## src/hdl/asb_pkg.sv

```systemverilog
package asb_pkg;

  // Baud generator arithmetic
  localparam int TC_WIDTH = 16;
  localparam logic [16:0] TC_HALF_OFFSET = 17'h00002;
  localparam logic [10:0] CLASSIC_BASE_DIV = 11'h00A;
  localparam logic [10:0] PRESCALE_EXTRA_DIV = 11'h014;
  localparam int CLASSIC_CNT_WIDTH = 11;
  localparam logic [2:0] SPEED_EXT_CLOCK = 3'h7;

  // Clock-mode divider
  localparam int MODE_CNT_WIDTH = 6;
  localparam logic [5:0] MODE_LIMIT_X16 = 6'h0F;
  localparam logic [5:0] MODE_LIMIT_X64 = 6'h3F;
  localparam logic [5:0] MODE_LIMIT_X1 = 6'h00;

  // Clock-mode code is {unity_clock_select, oversample_select}
  typedef enum logic [1:0] {
    ASB_MODE_X16 = 2'b00,
    ASB_MODE_X64 = 2'b01,
    ASB_MODE_X1 = 2'b10,
    ASB_MODE_RSVD = 2'b11
  } asb_clock_mode_type;

  // Receive path
  localparam int RX_DATA_WIDTH = 8;
  localparam int RX_ENTRY_WIDTH = RX_DATA_WIDTH + 2;
  localparam int RX_FIFO_DEPTH = 4;
  localparam int RX_PTR_WIDTH = 2;
  localparam logic [2:0] RX_FIFO_FULL_CNT = 3'h4;
  localparam int ENTRY_PE_BIT = 9;
  localparam int ENTRY_FE_BIT = 8;

  // Reset values
  localparam logic INHIBIT_RESET = 1'b0;
  localparam logic FLAG_RESET = 1'b0;

endpackage

```

## src/hdl/asb_serial_core.sv

```systemverilog
`timescale 1ns/1ps
module asb_serial_core
  import asb_pkg::*;
(
  input wire logic clk_sys, // System clock, 125 MHz
  input wire logic reset_n, // Synchronous reset, active low
  input wire logic [2:0] speed_select_field, // Power-of-two divider code
  input wire logic prescale_select, // Prescale 10 or 30
  input wire logic oversample_select, // Clock-mode select low bit
  input wire logic unity_clock_select, // Clock-mode select high bit
  input wire logic generator_mode_select, // Use time-constant counter
  input wire logic [15:0] time_constant, // Generator reload value
  input wire logic ext_serial_clock_pin, // External serial clock
  output logic rx_bit_tick, // Receiver clock strobe
  output logic tx_bit_tick, // Transmitter clock strobe
  input wire logic shift_char_valid, // Character done in shift reg
  input wire logic [7:0] shift_char_data, // Completed character
  input wire logic shift_parity_err, // Character parity bad
  input wire logic shift_framing_err, // Character stop bit bad
  input wire logic rx_read_ready, // Reader takes head char
  output logic [7:0] rx_read_data, // Head character
  output logic rx_data_full_flag, // Character available
  output logic parity_error_flag, // Sticky parity error
  output logic framing_error_flag, // Sticky framing error
  output logic overrun_flag, // Sticky overrun
  input wire logic error_clear, // Clear the three error flags
  input wire logic inhibit_write, // Load the inhibit bit
  input wire logic inhibit_wdata, // New inhibit value
  output logic dfull_irq_inhibit, // Data-full interrupt inhibit
  input wire logic rx_interrupt_enable, // Receive interrupt enable
  input wire logic rx_dma_enable, // Receive DMA enable
  input wire logic carrier_detect_input, // Carrier detect event level
  output logic rx_interrupt, // Receive interrupt request
  output logic rx_dma_request // Receive DMA request
);

  ////////////////////////////////////////////////////////////////////
  // Decode helpers

  function automatic logic [5:0] mode_limit(input asb_clock_mode_type m);
    logic [5:0] lim;
    lim = MODE_LIMIT_X16;
    unique case (m)
      ASB_MODE_X16: lim = MODE_LIMIT_X16;
      ASB_MODE_X64: lim = MODE_LIMIT_X64;
      ASB_MODE_X1: lim = MODE_LIMIT_X1;
      ASB_MODE_RSVD: lim = MODE_LIMIT_X16;
    endcase
    return lim;
  endfunction

  function automatic logic [10:0] classic_limit(input logic ps, input logic [2:0] ss);
    logic [10:0] base;
    base = ps ? (CLASSIC_BASE_DIV + PRESCALE_EXTRA_DIV) : CLASSIC_BASE_DIV;
    return (base << ss) - 11'h001;
  endfunction

  ////////////////////////////////////////////////////////////////////
  // Source selection

  asb_clock_mode_type clock_mode;
  logic ext_mode;
  logic ext_prev_q;
  logic ext_rise;
  logic src_tick;

  assign clock_mode = asb_clock_mode_type'({unity_clock_select, oversample_select});
  assign ext_mode = (speed_select_field == SPEED_EXT_CLOCK);
  assign ext_rise = ext_serial_clock_pin & ~ext_prev_q;

  // No reset: a pin already high at release must not count as an edge
  always_ff @(posedge clk_sys) begin
    ext_prev_q <= ext_serial_clock_pin;
  end

  ////////////////////////////////////////////////////////////////////
  // Time-constant generator

  logic [16:0] gen_cnt_q;
  logic gen_phase_q;
  logic gen_expire;

  // Half period is TC+2 clocks; a tick every second half
  assign gen_expire = (gen_cnt_q == 17'h00000);

  always_ff @(posedge clk_sys) begin
    if (!reset_n) begin
      gen_cnt_q <= 17'h00000;
      gen_phase_q <= 1'b0;
    end else if (gen_expire) begin
      gen_cnt_q <= {1'b0, time_constant} + TC_HALF_OFFSET - 17'h00001;
      gen_phase_q <= ~gen_phase_q;
    end else begin
      gen_cnt_q <= gen_cnt_q - 17'h00001;
    end
  end

  ////////////////////////////////////////////////////////////////////
  // Classic prescaler

  logic [10:0] cls_cnt_q;
  logic cls_expire;

  assign cls_expire = (cls_cnt_q == 11'h000);

  always_ff @(posedge clk_sys) begin
    if (!reset_n) begin
      cls_cnt_q <= 11'h000;
    end else if (cls_expire) begin
      cls_cnt_q <= classic_limit(prescale_select, speed_select_field);
    end else begin
      cls_cnt_q <= cls_cnt_q - 11'h001;
    end
  end

  always_comb begin
    if (ext_mode) begin
      src_tick = ext_rise;
    end else if (generator_mode_select) begin
      src_tick = gen_expire & gen_phase_q;
    end else begin
      src_tick = cls_expire;
    end
  end

  ////////////////////////////////////////////////////////////////////
  // Clock-mode dividers, one for receiver and one for transmitter

  logic [1:0] mode_tick;
  logic [1:0] mode_tick_q;

  // Reserved mode code stops both dividers rather than guess a factor
  generate
    for (genvar i = 0; i < 2; i++) begin : g_mode_div
      logic [5:0] div_cnt_q;
      logic div_hit;
      // A count left over from a larger factor ends at once
      assign div_hit = (div_cnt_q == 6'h00) || (div_cnt_q > mode_limit(clock_mode));
      assign mode_tick[i] = src_tick & (clock_mode != ASB_MODE_RSVD) & div_hit;
      always_ff @(posedge clk_sys) begin
        if (!reset_n) begin
          div_cnt_q <= 6'h00;
        end else if (src_tick && clock_mode != ASB_MODE_RSVD) begin
          if (div_hit) begin
            div_cnt_q <= mode_limit(clock_mode);
          end else begin
            div_cnt_q <= div_cnt_q - 6'h01;
          end
        end
      end
    end
  endgenerate

  always_ff @(posedge clk_sys) begin
    if (!reset_n) begin
      mode_tick_q <= 2'h0;
    end else begin
      mode_tick_q <= mode_tick;
    end
  end

  assign rx_bit_tick = mode_tick_q[0];
  assign tx_bit_tick = mode_tick_q[1];

  ////////////////////////////////////////////////////////////////////
  // Receive FIFO

  logic [RX_ENTRY_WIDTH-1:0] fifo_mem_q [RX_FIFO_DEPTH];
  logic [RX_PTR_WIDTH-1:0] fifo_wr_q;
  logic [RX_PTR_WIDTH-1:0] fifo_rd_q;
  logic [2:0] fifo_cnt_q;
  logic fifo_full;
  logic fifo_push;
  logic fifo_pop;
  logic buf_in_ready;
  logic buf_out_valid;
  logic [RX_ENTRY_WIDTH-1:0] buf_out_data;
  logic char_taken;

  assign fifo_full = (fifo_cnt_q == RX_FIFO_FULL_CNT);
  assign fifo_push = shift_char_valid & ~fifo_full;
  assign fifo_pop = (fifo_cnt_q != 3'h0) & buf_in_ready;

  always_ff @(posedge clk_sys) begin
    if (fifo_push) begin
      fifo_mem_q[fifo_wr_q] <= {shift_parity_err, shift_framing_err, shift_char_data};
    end
  end

  always_ff @(posedge clk_sys) begin
    if (!reset_n) begin
      fifo_wr_q <= '0;
      fifo_rd_q <= '0;
      fifo_cnt_q <= 3'h0;
    end else begin
      if (fifo_push) begin
        fifo_wr_q <= fifo_wr_q + 2'h1;
      end
      if (fifo_pop) begin
        fifo_rd_q <= fifo_rd_q + 2'h1;
      end
      fifo_cnt_q <= fifo_cnt_q + {2'h0, fifo_push} - {2'h0, fifo_pop};
    end
  end

  // Buffer keeps the head word steady while the reader stalls
  asb_pair_buffer #(
    .WIDTH(RX_ENTRY_WIDTH)
  ) u_out_buf (
    .clk_sys(clk_sys),
    .reset_n(reset_n),
    .in_valid(fifo_cnt_q != 3'h0),
    .in_ready(buf_in_ready),
    .in_data(fifo_mem_q[fifo_rd_q]),
    .out_valid(buf_out_valid),
    .out_ready(rx_read_ready),
    .out_data(buf_out_data)
  );

  // Flag follows the buffer, so a read with more held keeps it up
  assign rx_data_full_flag = buf_out_valid;
  assign rx_read_data = buf_out_data[RX_DATA_WIDTH-1:0];
  assign char_taken = buf_out_valid & rx_read_ready;

  ////////////////////////////////////////////////////////////////////
  // Error flags: the set wins over a clear in the same cycle

  logic pe_q;
  logic fe_q;
  logic ovr_q;
  logic any_error;

  always_ff @(posedge clk_sys) begin
    if (!reset_n) begin
      pe_q <= FLAG_RESET;
    end else if (char_taken && buf_out_data[ENTRY_PE_BIT]) begin
      pe_q <= 1'b1;
    end else if (error_clear) begin
      pe_q <= 1'b0;
    end
  end

  always_ff @(posedge clk_sys) begin
    if (!reset_n) begin
      fe_q <= FLAG_RESET;
    end else if (char_taken && buf_out_data[ENTRY_FE_BIT]) begin
      fe_q <= 1'b1;
    end else if (error_clear) begin
      fe_q <= 1'b0;
    end
  end

  always_ff @(posedge clk_sys) begin
    if (!reset_n) begin
      ovr_q <= FLAG_RESET;
    end else if (shift_char_valid && fifo_full) begin
      ovr_q <= 1'b1;
    end else if (error_clear) begin
      ovr_q <= 1'b0;
    end
  end

  assign parity_error_flag = pe_q;
  assign framing_error_flag = fe_q;
  assign overrun_flag = ovr_q;
  assign any_error = pe_q | fe_q | ovr_q;

  ////////////////////////////////////////////////////////////////////
  // Inhibit bit and requests

  logic inhibit_q;

  always_ff @(posedge clk_sys) begin
    if (!reset_n) begin
      inhibit_q <= INHIBIT_RESET;
    end else if (inhibit_write) begin
      inhibit_q <= inhibit_wdata;
    end
  end

  assign dfull_irq_inhibit = inhibit_q;

  // Tie carrier_detect_input low on channels without that input
  assign rx_interrupt = rx_interrupt_enable &
                        ((rx_data_full_flag & ~inhibit_q) |
                         any_error | carrier_detect_input);
  assign rx_dma_request = rx_dma_enable & rx_data_full_flag & ~any_error;

  logic [17:0] gap_q;
  logic period_ok_q;
  logic [20:0] cfg_prev_q;
  logic [20:0] cfg_now;
  logic [17:0] want_period;

  assign cfg_now = {generator_mode_select, prescale_select, speed_select_field, time_constant};
  assign want_period = generator_mode_select ?
                       (({1'b0, time_constant} + TC_HALF_OFFSET) << 1) :
                       {7'h00, classic_limit(prescale_select, speed_select_field)} +
                       18'h00001;

  always_ff @(posedge clk_sys) begin
    if (!reset_n) begin
      gap_q <= 18'h00000;
      period_ok_q <= 1'b0;
      cfg_prev_q <= '0;
    end else begin
      cfg_prev_q <= cfg_now;
      gap_q <= src_tick ? 18'h00000 : gap_q + 18'h00001;
      if (cfg_now != cfg_prev_q || ext_mode) begin
        period_ok_q <= 1'b0;
      end else if (src_tick) begin
        period_ok_q <= 1'b1;
      end
    end
  end
endmodule

```

## src/hdl/asb_pair_buffer.sv

```systemverilog
`timescale 1ns/1ps
// Two-entry buffer: full throughput, and a stall on the drain side
// loses nothing because the fill side sees in_ready drop.
module asb_pair_buffer
  import asb_pkg::*;
#(
  parameter int WIDTH = 10
) (
  input wire logic clk_sys, // System clock
  input wire logic reset_n, // Synchronous reset, active low
  input wire logic in_valid, // Word offered
  output logic in_ready, // Room for a word
  input wire logic [WIDTH-1:0] in_data, // Word in
  output logic out_valid, // Word held
  input wire logic out_ready, // Drain takes head word
  output logic [WIDTH-1:0] out_data // Head word
);

  logic [WIDTH-1:0] slot_q [2];
  logic wr_sel_q;
  logic rd_sel_q;
  logic [1:0] count_q;
  logic push;
  logic pop;

  assign in_ready = (count_q != 2'h2);
  assign out_valid = (count_q != 2'h0);
  assign out_data = slot_q[rd_sel_q];
  assign push = in_valid & in_ready;
  assign pop = out_valid & out_ready;

  always_ff @(posedge clk_sys) begin
    if (push) begin
      slot_q[wr_sel_q] <= in_data;
    end
  end

  always_ff @(posedge clk_sys) begin
    if (!reset_n) begin
      wr_sel_q <= 1'b0;
      rd_sel_q <= 1'b0;
      count_q <= 2'h0;
    end else begin
      if (push) begin
        wr_sel_q <= ~wr_sel_q;
      end
      if (pop) begin
        rd_sel_q <= ~rd_sel_q;
      end
      count_q <= count_q + {1'b0, push} - {1'b0, pop};
    end
  end

endmodule

```

## config.mk

```make
export PLATFORM = sky130hd
export DESIGN_NAME = asb_serial_core
export DESIGN_NICKNAME = d
export VERILOG_FILES = /design/src/hdl/asb_pkg.sv /design/src/hdl/asb_serial_core.sv /design/src/hdl/asb_pair_buffer.sv
export SDC_FILE = /design/constraint.sdc
export NUM_CORES = 1
export LEC_CHECK = 0
export BUFFER_PORTS_ARGS = -buffer_cell sky130_fd_sc_hd__buf_4
export CORE_ASPECT_RATIO = 1.5
export CORE_MARGIN = 2
export CORE_UTILIZATION = 64
export DETAILED_ROUTE_END_ITERATION = 16
export HOLD_SLACK_MARGIN = 0.03
export MAX_ROUTING_LAYER = met4
export PLACE_DENSITY_LB_ADDON = 0.15
export SLEW_MARGIN = 40
export SYNTH_ARGS = -nofsm -noshare
export SYNTH_HDL_FRONTEND = slang
export SYNTH_SLANG_ARGS = --single-unit
```

## constraint.sdc

```tcl
create_clock -name clk_sys -period 4 [get_ports clk_sys]
set_input_delay 0.8 -clock clk_sys [delete_from_list [all_inputs] [get_ports clk_sys]]
set_output_delay 0.8 -clock clk_sys [all_outputs]
set_load 0.01 [all_outputs]
```

Yosys cells after proc, flatten, opt, wreduce, memory -nomap -nowiden
Memories as Yosys holds them, arrays and structs flattened. A register that Yosys moved wholly into a read port is not among the register bits.
Cells that the tools add are included.
{ "totals": {"mem_bits_rw": 60, "memories": 2, "rom_bits": 0, "ff_bits": 59, "elab_cells": 102, "in_bits": 44, "latch_bits": 0, "output_inout_bits": 17} }
{ "mem_list": {"columns": ["name", "depth", "width", "rd", "rd_clocked_by_memory_dff", "write_ports", "line", "rtl"], "rows": [
  ["fifo_mem_q", 4, 10, 1, 1, 1, "asb_serial_core.sv:168", "logic [RX_ENTRY_WIDTH-1:0] fifo_mem_q [RX_FIFO_DEPTH];"],
  ["u_out_buf.slot_q", 2, 10, 1, 1, 1, "asb_pair_buffer.sv:19", "logic [WIDTH-1:0] slot_q [2];"]
]} }
{ "op_classes": {"div_mod_pow": 0, "n_addsub": 13, "n_eq_ne": 7, "magnitude_cmp": 2, "mul": 0, "shift": 1, "n_reduce_logical": 17, "bitwise_logic": 23, "n_mux": 20} }
{ "ops": {"columns": ["op", "count"], "rows": [
  ["$sub A17 B1 Y17 const B", 2],
  ["$sub A11 B1 Y11 const B", 2],
  ["$pmux W6 S3", 1],
  ["$add A16 B2 Y17 const B", 1],
  ["$logic_not A17 Y1", 1],
  ["$mux W17", 1],
  ["$and A1 B1 Y1", 12],
  ["$gt A6 B6 Y1", 2],
  ["$logic_not A6 Y1", 2],
  ["$mux W1", 12],
  ["$mux W6", 2],
  ["$sub A6 B1 Y6 const B", 2],
  ["$logic_not A11 Y1", 1],
  ["$mux W11", 1],
  ["$shl A5 B3 Y11", 1],
  ["$reduce_bool A2 Y1", 4],
  ["$not A1 Y1", 7],
  ["$eq A3 B3 Y1 const B", 2],
  ["$mux W5", 1],
  ["$add A2 B1 Y2 const B", 2],
  ["$eq A2 B2 Y1 const B", 2],
  ["$logic_and A1 B1 Y1", 4],
  ["$mux W2", 2],
  ["$ne A2 B2 Y1 const B", 2],
  ["10 further kinds", 14]
]} }

Logic depth before layout (Yosys ltp)
Gate-level depths: netlist of the first run.
{ "logic_depth": {"ltp_word": 6, "ltp_mapped": 10} }

Modules after synthesis
A second synthesis of the first run with hierarchy kept.
{ "hier_totals": {"hier_cells": 545, "hier_area_um2": 6103.4} }
{ "by_module_without_submodules": {"columns": ["module", "seq_area_each_um2", "area_each_um2", "n_inst", "cells_per_inst"], "rows": [
  ["asb_serial_core", 2342.2, 5149.9, 1, 490],
  ["asb_pair_buffer", 700.7, 953.4, 1, 55]
]} }

Worst setup path before layout of the first run
No wires, ideal clock.
{ "synth_path": {"path_type": "input -> register", "startpoint": "in oversample_select", "endpoint": "reg g_mode_div[0].div_cnt_q[1]", "cell_stages": 9, "slack_ns": 1.192, "arrival_time_ns": 2.733, "cell_sequence": "nand2b_1 > inv_1 > ha_1 > a21o_1 > nand3_1 > a31oi_1 > nor2_1 > mux2_2 > o22ai_1"} }
{ "synth_via": {"elab_chain_len": 6, "word_cells_on_any_way": 11, "cone_classes": "1 x order compare; 4 x eq/ne; 2 x mux; 4 x reduce/logical"} }
{ "synth_rtl": {"columns": ["item", "line", "rtl"], "rows": [
  ["start, declared", "asb_serial_core.sv:9", "input wire logic oversample_select,"],
  ["$eq A2 B2 Y1 or $logic_not A2 Y1 (tied branches)", "asb_serial_core.sv:43", "unique case (m)"],
  ["$reduce_or A2 Y1 (no line)", null, null],
  ["$pmux W6 S3", "asb_serial_core.sv:43", null],
  ["$gt A6 B6 Y1", "asb_serial_core.sv:138", "assign div_hit = (div_cnt_q == 6'h00) || (div_cnt_q > mode_limit(clock_mode));"],
  ["$logic_or A1 B1 Y1", "asb_serial_core.sv:138", null],
  ["$mux W6", "asb_serial_core.sv:144", "if (div_hit) begin"],
  ["end signal, assigned", "asb_serial_core.sv:145", "div_cnt_q <= mode_limit(clock_mode);"],
  ["end signal, assigned", "asb_serial_core.sv:147", "div_cnt_q <= div_cnt_q - 6'h01;"],
  ["end, declared", "asb_serial_core.sv:135", "logic [5:0] div_cnt_q;"]
]} }
Parallel ways exist; a longest one is shown, timed or not.
A chain may end at the register's enable or synchronous reset.

Final worst setup path of the first run
{ "layout_path": {"startpoint": "in oversample_select", "endpoint": "reg g_mode_div[0].div_cnt_q[2]"} }
Same word-level chain as after synthesis.

==> flow_summary_export.csv, run 1 <==
group,metric,value,unit
status,status,"finished, final reports clean",
critical_path,worst-path-buf-inv,2,
sta,worst_pin_slew,0.742,ns
route,ant_nets,0,
place,port_buffers,60,
synth,syn-instance-count,538,
global_route,grt_util_all_layers,27.9,%
cells_and_area,finalNonFillerCells,723,
pwr,power,0.00544,W
cells_and_area,multi_input_comb_area,2790,um2
cts,numClockSinks,122,
cts,tritoncts,"yes",
route,vias_per_cell,6.11,
global_route,grt_pass1_wl,21600,um
critical_path,critPathCapture,"g_mode_div[0].div_cnt_q[2]$_SDFFE_PN0P_",
die,core,9200,um2
critical_path,regToRegSetupSlack,1.27,ns
synth,synth_edf_count,60,
cells_and_area,nNetsFinal,671,
global_route,overflow,0,
cells_and_area,nFillCells,566,
die,io_pins,61,
sta,hold_viol_final,0,
critical_path,cp_slowest_cell,"nor2_1",
cells_and_area,syn2layout_area_growth,18.6,%
critical_path,cp-end-kind,"register",
place,place.gp.congestion,0.917,
cts,insertion_delay,0.41,ns
critical_path,crit_fanout,11,
sta,finalSetupViolations,0,
critical_path,critPathArrivalTime,3.38,ns
route,drt-total-wl,13100,um
cells_and_area,regArea,3040,um2
die,row_count,43,
pwr,ir_worst_vdd,0.716,mV
critical_path,critPathTopFamily,"simple AND/OR/NAND/NOR gates",
critical_path,startpoint_type,"primary input",
die,die_w,83.1,um
cts,htreeDepth,4,
pwr,power.density,764,nW/um2
critical_path,crit_required,4.33,ns
synth,yosysSeqAreaShare,50.6,%
route,drtPass1Iterations,5,
global_route,grt_max_degree,38,
sta,max_freq,328,MHz
sta,fin_worst_skew,0.0103,ns
die,die_area,10200,um2
route,vias,4421,
critical_path,slowest_delay,0.53,ns
cts,root_buffer,"clkbuf_16",
sta,maxSlewViolCount,0,
sta,setup-tns-final,0,ns
critical_path,crit_type,"in2reg",
critical_path,r2r_start,"gen_cnt_q[0]$_SDFF_PN0_",
route,route.detailed.drc,0,
synth,syn_avg_cell_area,11.2,um2
cells_and_area,drive_above_1_share,20.9,%
hold_path,hold_class,"reg2reg",
synth,ys_seq_elements,122,
critical_path,path_depth,10,
place,hpwl,8530,um
critical_path,crit_path_start,"oversample_select",
die,start_util,65.3,%
global_route,grt_pass1_vias,4558,
cts,cts_resized,0,
place,dpl.cell_count,691,
cts,cts_buffer_depth,2,
synth,syn_nets,611,
cells_and_area,antenna-diode-count,0,
route,wl_per_cell,18.1,um
cts,ctsHoldBuffers,0,
synth,yosys_warnings,0,
cts,path_clk_slew,0.06,ns
route,drtIter0Drc,283,
cts,cts_made_buffers,17,
critical_path,r2r-end,"g_mode_div[1].div_cnt_q[2]$_SDFFE_PN0P_",
sta,final.period_utilization,76.1,%
synth,synth_cell_type_count,69,
critical_path,reg2regPathDepth,8,
sta,period_needed,3.05,ns
synth,async_flop_share,0,%
synth,syn_area,6010,um2
critical_path,crit_path_cell_trace,"buf_4 -> nand2b_1 -> inv_1 -> ha_1 -> nand4_1 -> o21bai_1 -> a31oi_1 -> nor2_1 -> mux2_2 -> o22ai_1",
pwr,p_leak,2.87,nW
flow_run,max_cap_viol_count,0,
global_route,antenna_found_initial,0,
sta,slew_headroom,50.5,%
synth,synth_top_flop_cell,"dfxtp_1",
sta,rsz0062_at_grt,"false",
die,die_y,123,um
cts,post_cts_buffers,0,
[how the worst min path moves through the flow]
| stage | startpoint | end | slack, ns | depth (start not counted) |
|---|---|---|---|---|
| 6_report | cls_cnt_q[0]$_SDFF_PN0_ | cls_cnt_q[0]$_SDFF_PN0_ | 0.47 | 1 |
| 5_1_grt | ext_serial_clock_pin | ext_prev_q$_DFF_P_ | 0.50 | 1 |
| 4_1_cts | cls_cnt_q[0]$_SDFF_PN0_ | cls_cnt_q[0]$_SDFF_PN0_ | 0.48 | 1 |
| 3_5_place_dp | cls_cnt_q[0]$_SDFF_PN0_ | cls_cnt_q[0]$_SDFF_PN0_ | 0.47 | 1 |
| 3_3_place_gp | cls_cnt_q[0]$_SDFF_PN0_ | cls_cnt_q[0]$_SDFF_PN0_ | 0.45 | 1 |
| 2_1_floorplan | cls_cnt_q[0]$_SDFF_PN0_ | cls_cnt_q[0]$_SDFF_PN0_ | 0.43 | 1 |
[power by group]
group	switching [W]	internal, W
registers	0.000279	0.00170
clock network	0.000577	0.000995
logic	0.00100	0.000896
total	0.00186	0.00359
[synth_stat cells (all sizes together), types with 11 or more instances]
master | instances | share of area, %
edfxtp | 60 | 30
and2 | 12 | 1.2
xnor2 | 25 | 3.6
a21oi | 14 | 1.2
xor2 | 17 | 2.5
inv | 24 | 1.5
nand2 | 32 | 2.1
nor2 | 55 | 3.6
dfxtp | 62 | 21
mux2 | 11 | 2.1
ha | 28 | 5.8
nand3 | 14 | 1.2
nor3 | 15 | 1.3
[metal layers]
metal  vias up  track usage (%)  share of wire (%)
met5         -                -                  0
met2       142             51.9                 56
met1      2147             29.3                 39
li1       2109                -                  -
met4         0             8.71                1.2
met3        23             6.39                4.1
[final cells by class]
| type | instances | area share (%) |
|---|---|---|
| sequential | 122 | 42.7 |
| multi-input combinational | 373 | 39.1 |
| clock buffer | 18 | 6.02 |
| tap | 112 | 1.97 |
| inverter | 24 | 1.26 |
| clock inverter | 14 | 2.58 |
| timing repair buffer | 60 | 6.32 |
[layout by cell type (no fill, tap or decap), types with 5 or more instances in the layout]
cell       count
nor3_1        14
mux2i_1        6
clkbuf_16     17
inv_1         23
mux4_2        10
a211oi_1       9
and3_1         7
buf_4         60
o21ai_0        9
o211a_1        5
edfxtp_1      60
mux2_2        11
nand4_1        9
inv_6          5
a21oi_1       14
xnor2_1       25
nor4_1         8
ha_1          28
o22ai_1        6
nand2b_1       8
nand3_1       14
xor2_1        17
nand2_1       30
and2_1        12
or3_1          6
dfxtp_1       62
nor2_1        54
[stage by stage]
stage	worst slack, ns	hold WS, ns	util, %	area (um2)
final	0.954	0.472	77.4	7120
after detailed placement	0.660	0.466	70.7	6510
after CTS	1.03	0.478	77.4	7120
after global routing	0.747	0.497	77.4	7120
after global placement	0.808	0.450	70.7	6510
after floorplan	1.19	0.434	-	6010
[logic make-up after synthesis]
family          synth area share, %
buf+inv                        3.02
simple gates                   16.8
xor+xnor                       6.12
fa+ha+maj                      6.16
flops                          50.6
compound gates                 10.5
mux                            6.81
[flip-flops by register name, indices dropped and copies added, names as in the netlist, 2 cells and up, named ones only]
signal / flops
gen_cnt_q: 17
u_out_buf.count_q: 2
cls_cnt_q: 11
u_out_buf.slot_q: 20
fifo_wr_q: 2
g_mode_div.div_cnt_q: 12
fifo_rd_q: 2
fifo_cnt_q: 3
mode_tick_q: 2
fifo_mem_q: 40
Note: power is estimated with default switching activity, not from simulation.
==> run 2: changes to the inputs <==
--- a/config.mk
+++ b/config.mk
@@ -5,10 +5,11 @@
 export SDC_FILE = /design/constraint.sdc
 export NUM_CORES = 1
 export LEC_CHECK = 0
+export ABC_AREA = 1
 export BUFFER_PORTS_ARGS = -buffer_cell sky130_fd_sc_hd__buf_4
 export CORE_ASPECT_RATIO = 1.5
 export CORE_MARGIN = 2
-export CORE_UTILIZATION = 64
+export CORE_UTILIZATION = 54
 export DETAILED_ROUTE_END_ITERATION = 16
 export HOLD_SLACK_MARGIN = 0.03
 export MAX_ROUTING_LAYER = met4
==> constraint.sdc (replaced) <==
create_clock -name clk_sys -period 2.8 [get_ports clk_sys]
set_input_delay 0.56 -clock clk_sys [delete_from_list [all_inputs] [get_ports clk_sys]]
set_output_delay 0.56 -clock clk_sys [all_outputs]
set_load 0.01 [all_outputs]
==> flow_summary_export.csv, run 2 <==
group,metric,value,unit
sta,slew_headroom,47.9,%
synth,synth.most_common_cell,"nand2_1",
critical_path,reg2regPathDepth,9,
die,die_w,92.1,um
critical_path,r2r-end,"fifo_cnt_q[1]$_SDFF_PN0_",
cts,insertion_delay,0.43,ns
global_route,grt_util_all_layers,23.0,%
critical_path,startpoint_type,"register",
flow_run,max_cap_viol_count,0,
cts,post_cts_buffers,0,
route,ant_nets,0,
cells_and_area,antenna-diode-count,0,
synth,synth_largest_area_cell,"edfxtp_1",
route,vias,5254,
sta,rsz0062_at_grt,"false",
place,place.gp.congestion,0.927,
synth,synth_simple_gate_area_share,23.5,%
cts,htreeDepth,4,
route,vias_per_cell,5.27,
cells_and_area,largest_reg_flops,40,
die,die_y,136,um
synth,syn_nets,836,
sta,finalSetupViolations,0,
critical_path,regToRegSetupSlack,0.59,ns
cells_and_area,drive_above_1_share,15.3,%
synth,synth_fa_ha_area_share,5.89,%
synth,syn_avg_cell_area,8.25,um2
cts,cts_resized,0,
die,core,11400,um2
cts,root_buffer,"clkbuf_16",
cts,numClockSinks,122,
global_route,grt_pass1_vias,5088,
pwr,power,0.00794,W
status,status,"finished, final reports clean",
critical_path,crit_type,"reg2reg",
cells_and_area,nFillCells,941,
global_route,antenna_found_initial,0,
global_route,grt_pass1_wl,21900,um
synth,yosys_warnings,0,
critical_path,r2r_start,"fifo_cnt_q[1]$_SDFF_PN0_",
synth,synth_compound_area_share,9.96,%
pwr,ir_worst_vdd,0.586,mV
hold_path,min-delay-start,"ext_serial_clock_pin",
synth,synth_top_family_by_area,"simple AND/OR/NAND/NOR gates",
die,die_area,12500,um2
critical_path,cp-end-kind,"register",
cts,path_clk_slew,0.06,ns
cts,cts_buffer_depth,2,
pwr,power.density,1060,nW/um2
sta,maxSlewViolCount,0,
synth,synth_top_flop_cell,"dfxtp_1",
route,drt-total-wl,13200,um
cells_and_area,final_cell_mix,"nand2_1 (148), nor2_1 (106), inv_1 (95)",
hold_path,hold_class,"in2reg",
cells_and_area,final_common_cell,"nand2_1",
die,start_util,55.1,%
critical_path,crit_required,3.13,ns
hold_path,min_to,"ext_prev_q$_DFF_P_",
route,drtIter0Drc,244,
place,dpl.cell_count,965,
synth,ys_top_cells_by_area,"edfxtp_1 (29%), dfxtp_1 (20%), nand2_1 (8.8%)",
cells_and_area,syn2layout_area_growth,18.7,%
cells_and_area,reg.largest.list,"fifo_mem_q x40, u_out_buf.slot_q x20, gen_cnt_q x17",
sta,final.period_utilization,79.0,%
sta,fin_worst_skew,0.0159,ns
die,row_count,48,
sta,max_freq,452,MHz
sta,period_needed,2.21,ns
route,drtPass1Iterations,5,
synth,ys_seq_elements,122,
synth,synth_top_cell_area_share,28.6,%
place,port_buffers,60,
sta,setup-tns-final,0,ns
synth,yosys-top-cells-count,"nand2_1 (148), nor2_1 (106), inv_1 (95)",
sta,hold_viol_final,0,
synth,syn-instance-count,763,
sta,fin_hold_ws,0.249,ns
cells_and_area,finalNonFillerCells,997,
place,hpwl,9690,um
cells_and_area,largest_register,"fifo_mem_q",
synth,synth_cell_type_count,38,
critical_path,crit_fanout,9,
pwr,p_leak,3.39,nW
route,route.detailed.drc,0,
cts,cts_made_buffers,17,
cells_and_area,nNetsFinal,907,
sta,worst_pin_slew,0.781,ns
synth,syn_area,6290,um2
hold_path,worstHoldPathCells,1,
global_route,grt_max_degree,29,
synth,synth_xor_area_share,3.34,%
cts,tritoncts,"yes",
global_route,overflow,0,
synth,async_flop_share,0,%
route,wl_per_cell,13.3,um
cts,ctsHoldBuffers,0,
synth,muxShareOfSynthArea,1.79,%
critical_path,critPathArrivalTime,2.54,ns
die,io_pins,61,
synth,synth_edf_count,60,
synth,yosysSeqAreaShare,48.4,%
## run 2: metrics by stage
| stage | worst slack [ns] | cell area [um2] | utilization (%) |
|---|---|---|---|
| after floorplan | 0.687 | 6290 | - |
| after global placement | 0.395 | 6920 | 60.6 |
| after detailed placement | 0.238 | 6920 | 60.6 |
| after CTS | 0.549 | 7470 | 65.5 |
| after global routing | 0.378 | 7470 | 65.5 |
| final | 0.587 | 7470 | 65.5 |
## run 2: cells by family (layout without fill, tap and decap cells)
family,count (synthesis),count (layout)
compound gates,120,120
xor+xnor,24,24
fa+ha+maj,29,29
buf+inv,114,198
flops,122,122
mux,10,10
simple gates,344,344
## run 2: metal layers
layer / vias to the layer above / track usage (%) / routed length, um
li1: 2664 / - / -
met1: 2434 / 22.5 / 5170
met2: 133 / 43.1 / 7300
met3: 23 / 4.71 / 504
met4: 0 / 10.7 / 261
met5: - / - / 0
## run 2: report_power, final
group	switching [W]	internal, W	total, W
registers	0.000234	0.00244	0.00268
logic	0.00206	0.00119	0.00325
clock network	0.000798	0.00121	0.00201
## run 2: cell type report
type                       instances  area (um2)  area share, %
timing repair buffer              70         526           7.04
tap                              150         188           2.51
sequential                       122        3040           40.7
multi-input combinational        527        2800           37.5
clock buffer                      17         425           5.70
clock inverter                    15         128           1.71
inverter                          96         360           4.82
## run 2: critical path, cell delays in order (launching register included)
cell     delay [ns]
dfxtp_1        0.31
inv_1          0.13
nand2_1        0.09
o21ai_1        0.53
ha_1           0.34
inv_1          0.05
ha_1           0.14
fa_1           0.41
nand2_1        0.07
inv_1          0.03
## run 2: worst max path at each step
stage | start | endpoint | slack (ns) | cells past startpoint
after CTS | fifo_cnt_q[1]$_SDFF_PN0_ | fifo_cnt_q[1]$_SDFF_PN0_ | 0.55 | 9
after global routing | fifo_cnt_q[1]$_SDFF_PN0_ | fifo_cnt_q[2]$_SDFF_PN0_ | 0.38 | 10
final | fifo_cnt_q[1]$_SDFF_PN0_ | fifo_cnt_q[1]$_SDFF_PN0_ | 0.59 | 9
after detailed placement | unity_clock_select | g_mode_div[1].div_cnt_q[1]$_SDFFE_PN0P_ | 0.24 | 14
after floorplan | unity_clock_select | g_mode_div[0].div_cnt_q[0]$_SDFFE_PN0P_ | 0.69 | 13
after global placement | unity_clock_select | g_mode_div[1].div_cnt_q[0]$_SDFFE_PN0P_ | 0.40 | 14
==> run 3: changes to the inputs <==
--- a/config.mk
+++ b/config.mk
@@ -9,7 +9,7 @@
 export BUFFER_PORTS_ARGS = -buffer_cell sky130_fd_sc_hd__buf_4
 export CORE_ASPECT_RATIO = 1.5
 export CORE_MARGIN = 2
-export CORE_UTILIZATION = 54
+export CORE_UTILIZATION = 59
 export DETAILED_ROUTE_END_ITERATION = 16
 export HOLD_SLACK_MARGIN = 0.03
 export MAX_ROUTING_LAYER = met4
==> constraint.sdc (replaced) <==
create_clock -name clk_sys -period 2.1 [get_ports clk_sys]
set_input_delay 0.42 -clock clk_sys [delete_from_list [all_inputs] [get_ports clk_sys]]
set_output_delay 0.42 -clock clk_sys [all_outputs]
set_load 0.01 [all_outputs]
==> flow_summary_export.csv, run 3 (synthesis results as in run 2) <==
group,metric,value,unit
status,status,"finished, final reports clean",
cts,insertion_delay,0.40,ns
cts,cts_made_buffers,17,
die,start_util,60.1,%
place,dpl.cell_count,963,
route,wl_per_cell,13.2,um
critical_path,crit_type,"reg2out",
global_route,grt_pass1_wl,21300,um
route,route.detailed.drc,0,
cells_and_area,largest_register,"fifo_mem_q",
sta,fin_ws,0.184,ns
place,place.gp.congestion,0.896,
die,core,10500,um2
global_route,grt_max_degree,39,
sta,hold_viol_final,0,
pwr,power,0.0109,W
die,die_w,88.3,um
sta,fin_worst_skew,0.00842,ns
route,ant_nets,0,
cells_and_area,final_common_cell,"nand2_1",
pwr,power_frac_clock,26.9,%
cts,numClockSinks,122,
cts,cts_buffer_depth,2,
pwr,p_leak,3.43,nW
critical_path,slowest_delay,0.57,ns
route,vias,5199,
sta,rsz0062_at_grt,"false",
cells_and_area,antenna-diode-count,0,
cells_and_area,finalNonFillerCells,995,
critical_path,critPathTopFamily,"flip-flops",
critical_path,cp_slowest_cell,"dfxtp_1",
cts,htreeDepth,4,
pwr,p_seq_share,32.9,%
sta,period_needed,1.92,ns
cells_and_area,reg.largest.list,"fifo_mem_q x40, u_out_buf.slot_q x20, gen_cnt_q x17",
pwr,p_int,0.00674,W
sta,final.period_utilization,91.3,%
die,row_count,46,
global_route,overflow,0,
sta,slew_headroom,60.9,%
cts,tritoncts,"yes",
cells_and_area,largest_reg_flops,40,
cells_and_area,syn2layout_area_growth,20.1,%
die,die_area,11500,um2
hold_path,hold_class,"in2reg",
cells_and_area,drive_above_1_share,16.2,%
die,die_y,130,um
critical_path,startpoint_type,"register",
sta,finalSetupViolations,0,
pwr,ir_worst_vdd,0.734,mV
critical_path,crit_fanout,10,
global_route,antenna_found_initial,0,
cts,ctsHoldBuffers,0,
route,drtPass1Iterations,6,
cells_and_area,final_cell_mix,"nand2_1 (147), nor2_1 (101), inv_1 (95)",
route,drt-total-wl,13100,um
critical_path,crit_required,1.68,ns
cts,path_clk_slew,0.06,ns
cts,cts_resized,0,
die,io_pins,61,
place,pre_cts_ws,-0.341,ns
route,drtIter0Drc,244,
critical_path,cp-end-kind,"primary output",
place,hpwl,9560,um
critical_path,critPathArrivalTime,1.50,ns
critical_path,crit_path_cell_trace,"mux2_2 -> buf_4",
global_route,grt_util_all_layers,24.4,%
pwr,p_sw,0.00411,W
critical_path,worst-path-buf-inv,1,
pwr,power.share.combinational,40.2,%
pwr,power.density,1440,nW/um2
route,vias_per_cell,5.23,
place,port_buffers,60,
flow_run,max_cap_viol_count,0,
pwr,netSwitchingFraction,37.9,%
global_route,grt_pass1_vias,5118,
cts,post_cts_buffers,0,
sta,max_freq,522,MHz
cts,root_buffer,"clkbuf_16",
cells_and_area,nNetsFinal,911,
sta,maxSlewViolCount,0,
sta,worst_pin_slew,0.585,ns
[run 3: cell type report]
class / instances / area (um2)
multi-input cells: 527 / 2820
clock inverters: 15 / 173
well taps: 144 / 180
inverters: 96 / 360
repair buffers: 74 / 556
fillers: 817 / 2920
clock buffers: 17 / 425
flip-flops and latches: 122 / 3040
[run 3: final timing paths]
check	start	end	slack [ns]	cells after the start
min	ext_serial_clock_pin	ext_prev_q$_DFF_P_	0.13	1
max reg2reg	fifo_cnt_q[1]$_SDFF_PN0_	fifo_cnt_q[1]$_SDFF_PN0_	0.18	9
min reg2reg	cls_cnt_q[0]$_SDFF_PN0_	cls_cnt_q[0]$_SDFF_PN0_	0.44	1
max	register	rx_read_data[3]	0.18	2
[run 3: worst register-to-register path, cell delays in order, from the launching register on]
cell     delay [ns]
dfxtp_1        0.31
inv_1          0.13
nand2_1        0.09
o21ai_1        0.27
ha_1           0.29
inv_1          0.06
ha_1           0.15
fa_1           0.41
nand2_1        0.08
inv_1          0.04
[run 3: metrics by stage]
stage	TNS, ns	instance area (um2)	hold slack [ns]	utilization (%)
after CTS	0	7550	0.115	72.0
final	0	7560	0.128	72.1
after global placement	-1.33	6940	0.431	66.2
after floorplan	0	6290	0.414	-
after detailed placement	-3.64	6950	0.438	66.3
after global routing	0	7560	0.108	72.1
[run 3: power groups by stage]
stage | combinational [W] | sequential [W] | clock (W)
global placement | 0.00415 | 0.00358 | 0
floorplan | 0.00327 | 0.00351 | 0
detailed placement | 0.00431 | 0.00361 | 0
global route | 0.00496 | 0.00363 | 0.00306
finish | 0.00437 | 0.00357 | 0.00292
CTS | 0.00436 | 0.00357 | 0.00295
[run 3: metal layers]
layer / global-route usage [%] / up-vias / wire (um)
met2: 43.6 / 140 / 7150
met1: 24.4 / 2357 / 5060
met4: 12.2 / 0 / 328
li1: - / 2669 / -
met3: 5.84 / 33 / 561
met5: - / - / 0
